--- config.mk ---
export PLATFORM = sky130hd
export DESIGN_NAME = timer_counter
export DESIGN_NICKNAME = d
export VERILOG_FILES = /design/src/timer_counter.v
export VERILOG_INCLUDE_DIRS = /design/src
export SDC_FILE = /design/constraint.sdc
export NUM_CORES = 1
export LEC_CHECK = 0
export BUFFER_PORTS_ARGS = -buffer_cell sky130_fd_sc_hd__buf_4
export CAP_MARGIN = 20
export CORE_MARGIN = 2
export CORE_UTILIZATION = 35
export DETAILED_ROUTE_END_ITERATION = 16
export GPL_ROUTABILITY_DRIVEN = 0
export GPL_TIMING_DRIVEN = 1
export HOLD_SLACK_MARGIN = 0.12
export PLACE_DENSITY_LB_ADDON = 0.15
export SLEW_MARGIN = 20
export SYNTH_ARGS = -nofsm -noshare
export SYNTH_HDL_FRONTEND = slang
export SYNTH_SLANG_ARGS = --single-unit
--- constraint.sdc ---
create_clock -name clk -period 3.2 [get_ports clk]
set_input_delay 0.64 -clock clk [delete_from_list [all_inputs] [get_ports clk]]
set_output_delay 0.64 -clock clk [all_outputs]
set_load 0.1 [all_outputs]
--- src/timer_counter_defines.vh ---
`ifndef TIMER_COUNTER_DEFINES_VH
`define TIMER_COUNTER_DEFINES_VH
`define ADDR_TIMER_CONTROL 4'h0
`define ADDR_COUNT_LOW 4'h4
`define ADDR_COUNT_HIGH 4'h8
`define ADDR_INT_CONTROL 4'hc
`define CTRL_RESET 8'hff
`define HIGH_RESET 8'h00
`define CTRL_RUN 7
`define CTRL_WIDTH 6
`define CTRL_SRC 5
`define CTRL_EDGE 4
`define CTRL_BYPASS 3
`define INT_IE 5
`define INT_IF 2
`define WRITE_INHIBIT 2'd2
`define HTRANS_NONSEQ 2'b10
`define HSIZE_WORD 3'b010
`endif

--- src/timer_counter.v ---
`timescale 1ns/1ps
`include "timer_counter_defines.vh"
// Function
// - count only while run_enable is set; clearing it holds the count
// - width_select chooses 8-bit or 16-bit counting and overflow point
// - timer mode without prescaler advances once per cycle
// - after writing the count, increments are suppressed for two cycles
// - clock_source_select set counts external input transitions
// - count_edge_select 0 counts rising edges, 1 falling edges
// - external input is synchronised before counting, adding latency
// - an 8-bit prescaler sits in front, invisible to software
// - prescaler_bypass 0 uses prescaler, 1 bypasses it
// - prescale_select code n divides by two to the power n+1
// - count low writes clear the prescaler (high writes do not), assignment bit untouched
// - prescaler assignment may change at any time while running
// - rollover FFh->00h or FFFFh->0000h sets overflow_flag
// - interrupt request only when overflow_irq_enable is set
// - overflow request does not act as a wake-up; needs core clock
// - reading low byte in 16-bit mode copies true high byte to buffer
// - high writes load buffer; low write in 16-bit mode loads both bytes together
module timer_counter (
    input wire clk,
    input wire srst,
    input wire hsel,
    input wire [31:0] haddr,
    input wire [1:0] htrans,
    input wire hwrite,
    input wire [2:0] hsize,
    input wire [31:0] hwdata,
    input wire hready,
    output reg [31:0] hrdata,
    output reg hreadyout,
    output reg hresp,
    input wire external_count_input,
    output reg overflow_irq
);
    reg [7:0] ctrl_q;
    reg [7:0] low_q;
    reg [7:0] high_q;
    reg [7:0] hbuf_q;
    reg [7:0] pre_q;
    reg ie_q;
    reg flag_q;
    reg [1:0] inhibit_q;
    reg sync1_q;
    reg sync2_q;
    reg prev_q;
    reg wr_q;
    reg [3:0] addr_q;
    reg rd_pend_q;
    reg [3:0] rd_addr_q;

    wire addr_ok = hsel && hready && htrans == `HTRANS_NONSEQ;
    wire wr_low = wr_q && addr_q == `ADDR_COUNT_LOW;
    wire wr_high = wr_q && addr_q == `ADDR_COUNT_HIGH;
    wire wr_ctrl = wr_q && addr_q == `ADDR_TIMER_CONTROL;
    wire wr_int = wr_q && addr_q == `ADDR_INT_CONTROL;
    wire is16 = !ctrl_q[`CTRL_WIDTH];
    wire rd_low = addr_ok && !hwrite && haddr[3:0] == `ADDR_COUNT_LOW;

    // selected edge on synchronised input
    wire ext_edge = ctrl_q[`CTRL_EDGE] ? (prev_q && !sync2_q)
                                       : (!prev_q && sync2_q);
    wire src_tick = ctrl_q[`CTRL_SRC] ? ext_edge : 1'b1;
    wire [7:0] pre_next = pre_q + 8'h01;
    wire [2:0] ps = ctrl_q[2:0];
    // last prescaler count before wrap: two to the power ps+1, minus one
    wire [8:0] pre_lim = (9'h002 << ps) - 9'h001;
    wire pre_done = {1'b0, pre_q} == pre_lim;
    wire gated = src_tick && ctrl_q[`CTRL_RUN] && inhibit_q == 2'd0;
    wire tick = ctrl_q[`CTRL_BYPASS] ? gated : (gated && pre_done);
    wire ovf = tick && low_q == 8'hff && (!is16 || high_q == 8'hff);

    always @(posedge clk) begin
        // two flip-flops before any logic sees the pin
        sync1_q <= external_count_input;
        sync2_q <= sync1_q;
        prev_q <= sync2_q;
    end

    always @(posedge clk) begin
        if (srst) begin
            ctrl_q <= `CTRL_RESET;
            hbuf_q <= `HIGH_RESET;
            low_q <= 8'h00;
            high_q <= 8'h00;
            pre_q <= 8'h00;
            ie_q <= 1'b0;
            flag_q <= 1'b0;
            inhibit_q <= 2'd0;
            wr_q <= 1'b0;
            addr_q <= 4'h0;
            rd_pend_q <= 1'b0;
            rd_addr_q <= 4'h0;
            hrdata <= 32'h0;
            hreadyout <= 1'b1;
            hresp <= 1'b0;
            overflow_irq <= 1'b0;
        end else begin
            wr_q <= addr_ok && hwrite;
            addr_q <= haddr[3:0];
            hreadyout <= 1'b1;
            hresp <= 1'b0;
            if (wr_ctrl)
                ctrl_q <= hwdata[7:0];
            if (wr_high)
                hbuf_q <= hwdata[7:0];
            else if (rd_low && is16)
                hbuf_q <= high_q;
            if (wr_int)
                ie_q <= hwdata[`INT_IE];
            // hardware set beats software clear
            if (ovf)
                flag_q <= 1'b1;
            else if (wr_int)
                flag_q <= hwdata[`INT_IF];
            if (wr_low) begin
                low_q <= hwdata[7:0];
                if (is16)
                    high_q <= hbuf_q;
                inhibit_q <= `WRITE_INHIBIT;
                pre_q <= 8'h00;
            end else begin
                if (inhibit_q != 2'd0)
                    inhibit_q <= inhibit_q - 2'd1;
                if (gated && !ctrl_q[`CTRL_BYPASS])
                    pre_q <= pre_done ? 8'h00 : pre_next;
                if (tick) begin
                    low_q <= low_q + 8'h01;
                    if (is16 && low_q == 8'hff)
                        high_q <= high_q + 8'h01;
                end
            end
            // level request, no wake path from sleep
            overflow_irq <= (flag_q || ovf) && ie_q;
            rd_pend_q <= addr_ok && !hwrite;
            rd_addr_q <= haddr[3:0];
            hrdata <= 32'h0;
            if (addr_ok && !hwrite) begin
                case (haddr[3:0])
                    `ADDR_TIMER_CONTROL: hrdata <= {24'h0, ctrl_q};
                    `ADDR_COUNT_LOW: hrdata <= {24'h0, low_q};
                    `ADDR_COUNT_HIGH: hrdata <= {24'h0, hbuf_q};
                    `ADDR_INT_CONTROL:
                        hrdata <= {26'h0, ie_q, 2'b00, flag_q, 2'b00};
                    default: hrdata <= 32'h0;
                endcase
            end
        end
    end
endmodule

======== Word-level counts from Yosys, hierarchy flattened ========
Index checks and enable logic that the tools add are counted.
storage, ports and cells
  flip-flop bits (word level) ............. 85
  input bits .............................. 75
  output and inout port bits .............. 35
  word-level logic and storage cells ...... 90
cells by class
  add/subtract/negate cells ............... 5
  equal/unequal tests ..................... 11
  shift-type cells ........................ 1
  mux-type cells .......................... 17
  bitwise operators ....................... 1
  reduce and logical (&&, ||, !) cells .... 39
operator list
  kind                                                  number
  two-way mux 8 bit                                     9
  case mux 8 bit (4 select lines)                       1
  adder 8 x 1 -> 8 bit (second input constant)          3
  logical AND 1 bit                                     20
  equality test 4 bit (second input constant)           4
  equality test 8 bit (second input constant)           2
  nonzero test 2 bit                                    6
  equality test 8 x 9 -> 1 bit                          1
  left shift 2 x 3 -> 9 bit (first input constant)      1
  subtractor 9 x 1 -> 9 bit (second input constant)     1
  equality test 4 x 3 -> 1 bit (second input constant)  2
  logical NOT 4 bit                                     2
  logical NOT 1 bit                                     5
  two-way mux 1 bit                                     5
  two-way mux 2 bit                                     2
  OR reduction 2 bit                                    2
  AND reduction 3 bit                                   1
  equality test 2 bit (second input constant)           1
  logical NOT 2 bit                                     1
  logical OR 1 bit                                      2
  inequality test 2 bit (second input constant)         1
  subtractor 2 x 1 -> 2 bit (second input constant)     1
  NOT 1 bit                                             1

======== Logic depth before layout (Yosys ltp) ========
  word-level depth ........................ 12
  mapped depth ............................ 8
  depth with buffers taken out ............ 6

======== Worst setup path before layout ========
No wires, ideal clock.
  path type ............................... input port to flip-flop
  start ................................... input port haddr[2]
  end ..................................... register hbuf_q[0]
  setup time .............................. 86 ps
  arrival time ............................ 2103 ps
  data required time ...................... 3114 ps
  slack ................................... 1011 ps
  cell stages on the path ................. 7
  buffers on the path ..................... 2
  cells stage by stage .................... buf_2 -> nand2_1 -> or4_1 -> o21ai_1 -> buf_2 -> nor2_1 -> a211oi_1
on the way
  longest elaborated chain between the ends .. 4
ends and longest elaborated chain
  element                       line                 text
  start, declared               timer_counter.v:25   input wire [31:0] haddr,
  equality test 4 x 3 -> 1 bit  -
  logical AND 1 bit (no line)   -
  logical AND 1 bit             timer_counter.v:108  else if (rd_low && is16)
  nonzero test 2 bit (no line)  -
  end signal, assigned          timer_counter.v:84   hbuf_q <= `HIGH_RESET;
  end signal, assigned          timer_counter.v:107  hbuf_q <= hwdata[7:0];
  end signal, assigned          timer_counter.v:109  hbuf_q <= high_q;
  end, declared                 timer_counter.v:40   reg [7:0] hbuf_q;
No other way between the ends.
A chain may end at the register's enable or synchronous reset.

======== Final worst setup path ========
  start ................................... register ctrl_q[4]
  end ..................................... register high_q[1]
on the way
  longest elaborated chain between the ends .. 8
ends and longest elaborated chain
  element                             line                 text
  start, declared                     timer_counter.v:37   reg [7:0] ctrl_q;
  start signal, assigned              timer_counter.v:83   ctrl_q <= `CTRL_RESET;
  start signal, assigned              timer_counter.v:105  ctrl_q <= hwdata[7:0];
  two-way mux 1 bit (*)               timer_counter.v:62   wire ext_edge = ctrl_q[`CTRL_EDGE] ? (prev_q && !sync2_q)
  two-way mux 1 bit (*)               timer_counter.v:64   wire src_tick = ctrl_q[`CTRL_SRC] ? ext_edge : 1'b1;
  logical AND 1 bit (*) (2 in a row)  timer_counter.v:70   wire gated = src_tick && ctrl_q[`CTRL_RUN] && inhibit_q == 2'd0;
  logical AND 1 bit                   timer_counter.v:71   wire tick = ctrl_q[`CTRL_BYPASS] ? gated : (gated && pre_done);
  two-way mux 1 bit (*)               timer_counter.v:71
  nonzero test 2 bit (no line) (*)    -
  AND reduction 3 bit (no line) (*)   -
  end signal, assigned                timer_counter.v:120  high_q <= hbuf_q;
  end signal, assigned                timer_counter.v:131  high_q <= high_q + 8'h01;
  end, declared                       timer_counter.v:39   reg [7:0] high_q;
Mark *: on every way between the ends. The rest lies on a longest branch, timed or not.

==> results.rst <==
.. list-table::
   :header-rows: 1

   * - Metric
     - Value
   * - Result of the run
     - finished, final reports clean
   * - DR vias
     - 2800
   * - DRC Markers
     - 0
   * - Number of instances in the synthesized netlist
     - roughly 390
   * - Share of cells above drive strength 1
     - a little over an eighth
   * - Worst Hold Margin
     - around 340 ps
   * - Largest area contributor in the netlist
     - sky130_fd_sc_hd__dfxtp_1
   * - Post-route fraction of the period consumed by the critical path
     - about four fifths
   * - Final Net Count
     - ~480
   * - Internal power contribution
     - ~1.2 mW
   * - Number of storage elements in the synthesis netlist
     - between 60 and 70
   * - Data arrival time of the critical path
     - around 2800 ps
   * - Hold path endpoint
     - sync2_q$_DFF_P_
   * - RSZ-0062 raised after global routing
     - false
   * - Antenna Nets Post-Route
     - 0
   * - Number of pins with negative max-slew slack in the final report
     - 0
   * - Syn-to-layout area delta
     - 10.8%
   * - Initial antenna violation count
     - 0
   * - Clock tree skew after final layout
     - between 7 and 8 ps
   * - Startpoint class of the critical path
     - flop
   * - Worst r2r src
     - ctrl_q[4]$_SDFFE_PP1P_
   * - CORE AREA
     - 9280 sq um
   * - Placed Instances
     - around 520
   * - Number of sinks handled by clock tree synthesis
     - 61
   * - Crit path required time
     - 3490 ps
   * - Total number of H-tree levels
     - 3
   * - Area of the mapped netlist
     - about 3400 sq um
   * - Die ar.
     - 10400 sq um
   * - Violation count after the first detailed-route iteration
     - between 150 and 200
   * - Min-Delay Startpoint
     - sync1_q$_DFF_P_
   * - WL per Instance
     - 16.3 microns
   * - CP cell instances
     - and3b_1 > o311ai_4 > nor4_2 > nand4_1 > a21oi_1 > o211a_1
   * - Pin count of the biggest net entering global routing
     - 33
   * - Synth warn
     - 0
   * - Final count of negative-setup-slack endpoints
     - 0
   * - Commonest cells after routing, fill and taps aside
     - 61 x sky130_fd_sc_hd__dfxtp_1, 45 x sky130_fd_sc_hd__nor2_1, 32 x sky130_fd_sc_hd__buf_4
   * - Minimum clock period after layout
     - approximately 2500 ps
   * - Final setup TNS
     - 0 ps
   * - Post-CTS Setup Inserts
     - 0
   * - Register share of total power
     - ~45%
   * - NetSw
     - slightly above 500 uW
   * - Vias in the first global route
     - 2523
   * - Final Routed Wirelength
     - roughly 9000 microns
   * - Slowest stage cell, crit path
     - sky130_fd_sc_hd__nor4_2
   * - Peak VDD IR
     - 0.000198 V
   * - Number of port buffers
     - 28
   * - Worst-case headroom to the max-slew limit
     - a little over two fifths
   * - Flip-flop and latch area
     - 1220 sq um
   * - Fin. Hold Viols
     - 0
   * - Leakage power summed over all cells
     - 1.44 nW
   * - Die width
     - slightly above 100 microns
   * - Cell variety after synth
     - between 60 and 70
   * - Fill cell count
     - around 960
   * - End of the worst register-to-register path
     - high_q[1]$_SDFFE_PP0P_
   * - Transition at the pin with the smallest max-transition slack
     - roughly 840 ps
   * - Slack of the worst reg-to-reg path
     - roughly 700 ps
   * - Post-CTS clock slew at the launch and capture registers of the worst setup and hold paths
     - roughly 70 ps
   * - Post-CTS Resized
     - 0
   * - Number of max-capacitance violations reported
     - 0
   * - Proportion of synthesized flip-flops having asynchronous set or reset
     - 0%
   * - TritonCTS clock tree
     - done
   * - First-pass DRT Iterations
     - 4
   * - CTS Buffer Depth
     - 2
   * - Overflow left after global routing
     - 0
   * - Leading post-synthesis cells by cell area
     - sky130_fd_sc_hd__dfxtp_1 36%, sky130_fd_sc_hd__mux2i_1 7.4%, sky130_fd_sc_hd__buf_4 6.2%
   * - P per Cell Area
     - approximately 460 nW/um^2
   * - Number of rows created at floorplan
     - 35
   * - Top achievable clock speed
     - 400 MHz
   * - Switching Share
     - slightly below 30%
   * - Clock root buffer
     - sky130_fd_sc_hd__clkbuf_8
   * - Part of the Yosys area used for sequential elements
     - between 30% and 40%
   * - Initial Utilization
     - 36.3%
   * - Via density per instance
     - 5.19
   * - Most common cell after layout, fill and taps aside
     - sky130_fd_sc_hd__dfxtp_1
   * - TritonCTS buffer count
     - 9
   * - Antenna cells
     - 0
   * - Combinational Power Share
     - approximately an eighth
   * - Critical path class
     - reg2reg
   * - Share of Yosys cell area claimed by the top area cell type
     - a little over a third
   * - Share of total power in the clock network
     - between 40% and 50%
   * - Kind of path behind the tightest hold check
     - reg2reg
   * - Hold buffers post-CTS
     - 0
   * - Worst-Skew Late Latency
     - about 340 ps
   * - EDFF count, synth
     - 0
   * - Kind of capture point of the worst setup path
     - flop
   * - Wire length of the first global-routing pass
     - 14200 microns
   * - Top-level port count
     - 110
   * - Most frequently used flop master after synthesis
     - sky130_fd_sc_hd__dfxtp_1
   * - Synthesized area per cell
     - 8.76 sq um
   * - R2R cell count
     - 6
   * - Combined area of the multi-input logic cells
     - ~1800 sq um
   * - Total track usage
     - between 10% and 20%
   * - Vertical die dimension
     - 102 microns
   * - Hold Crit Depth
     - 0
   * - Non-filler instance count after layout
     - between 500 and 600
   * - CP max FO
     - 18
   * - Critical Path Max Stage Delay
     - around 590 ps
   * - HPWL after detailed placement
     - between 6000 and 7000 microns
cells by family after synthesis:
| kind of cell | synth area share, % |
|---|---|
| AOI/OAI and AO/OA | 20.5 |
| other | 0.223 |
| muxes | 7.42 |
| DFF | 36.2 |
| buffers and inverters | 12.1 |
| adders and majority gates | 1.11 |
| and+or+nand+nor | 20.6 |
| xor gates and xnor gates | 1.82 |
power groups by stage:
stage / combinational [mW] / sequential, mW / clock, mW
after detailed placement: 0.215 / 0.791 / 0
after CTS: 0.215 / 0.773 / 0.757
after floorplan: 0.204 / 0.788 / 0
after global routing: 0.226 / 0.774 / 0.794
after global placement: 0.215 / 0.791 / 0
final: 0.215 / 0.773 / 0.744
stage by stage:
step	setup slack, ps	total power, mW	utilization [%]	area [sq um]
6_report	702	1.73	40.2	3740
5_1_grt	472	1.79	40.2	3740
4_1_cts	707	1.75	40.2	3740
3_5_place_dp	710	1.01	38.0	3520
3_3_place_gp	716	1.01	38.0	3520
2_1_floorplan	1010	0.992	-	3460
layer usage:
layer / vias up / part of all wire [%] / global-route usage (%)
li1: 1401 / - / -
met1: 1296 / 47 / 25.2
met2: 96 / 46 / 27.8
met3: 7 / 5.5 / 4.17
met4: 0 / 0.87 / 4.31
met5: - / 0 / 0
worst max-delay path by stage:
stage	slack (ps)	from	to	depth (start not counted)
final	700	ctrl_q[4]$_SDFFE_PP1P_	high_q[1]$_SDFFE_PP0P_	6
after global routing	470	ctrl_q[2]$_SDFFE_PP1P_	low_q[6]$_SDFFE_PP0P_	5
after CTS	710	ctrl_q[2]$_SDFFE_PP1P_	low_q[2]$_SDFFE_PP0P_	5
after detailed placement	710	ctrl_q[2]$_SDFFE_PP1P_	low_q[2]$_SDFFE_PP0P_	5
after global placement	720	sync2_q$_DFF_P_	high_q[1]$_SDFFE_PP0P_	6
after floorplan	1010	haddr[2]	hbuf_q[0]$_SDFFE_PP0P_	7
registers in the layout, summed over array words and instances (netlist names), 2 cells and up:
signal	flops
pre_q	8
low_q	8
ctrl_q	8
hrdata	8
inhibit_q	2
hbuf_q	8
addr_q	4
high_q	8
area by class of cell:
cell class | count | share of cell area, %
Sequential cell | 61 | 32.7
Tap cell | 129 | 4.32
Clock inverter | 3 | 1.14
Multi-Input combinational cell | 284 | 49.2
Inverter | 17 | 1.71
Timing Repair Buffer | 32 | 6.43
Clock buffer | 13 | 4.52
critical path: cells and delay by family, from the launching register on:
family | cells | cell delay (ps)
and+or+nand+nor | 3 | 1120
AOI/OAI and AO/OA | 3 | 920
DFF | 1 | 390
cells in the mapped netlist (all sizes together) (6+ instances only):
library cell,instances
and3,8
mux2i,25
dfxtp,61
nand3,7
nand2,26
inv,17
a311oi,6
o211ai,6
nand4,10
a21oi,24
o21ai,8
nor2,46
clkbuf,8
buf,38
a211oi,8
(Power assumes the default switching activity.)
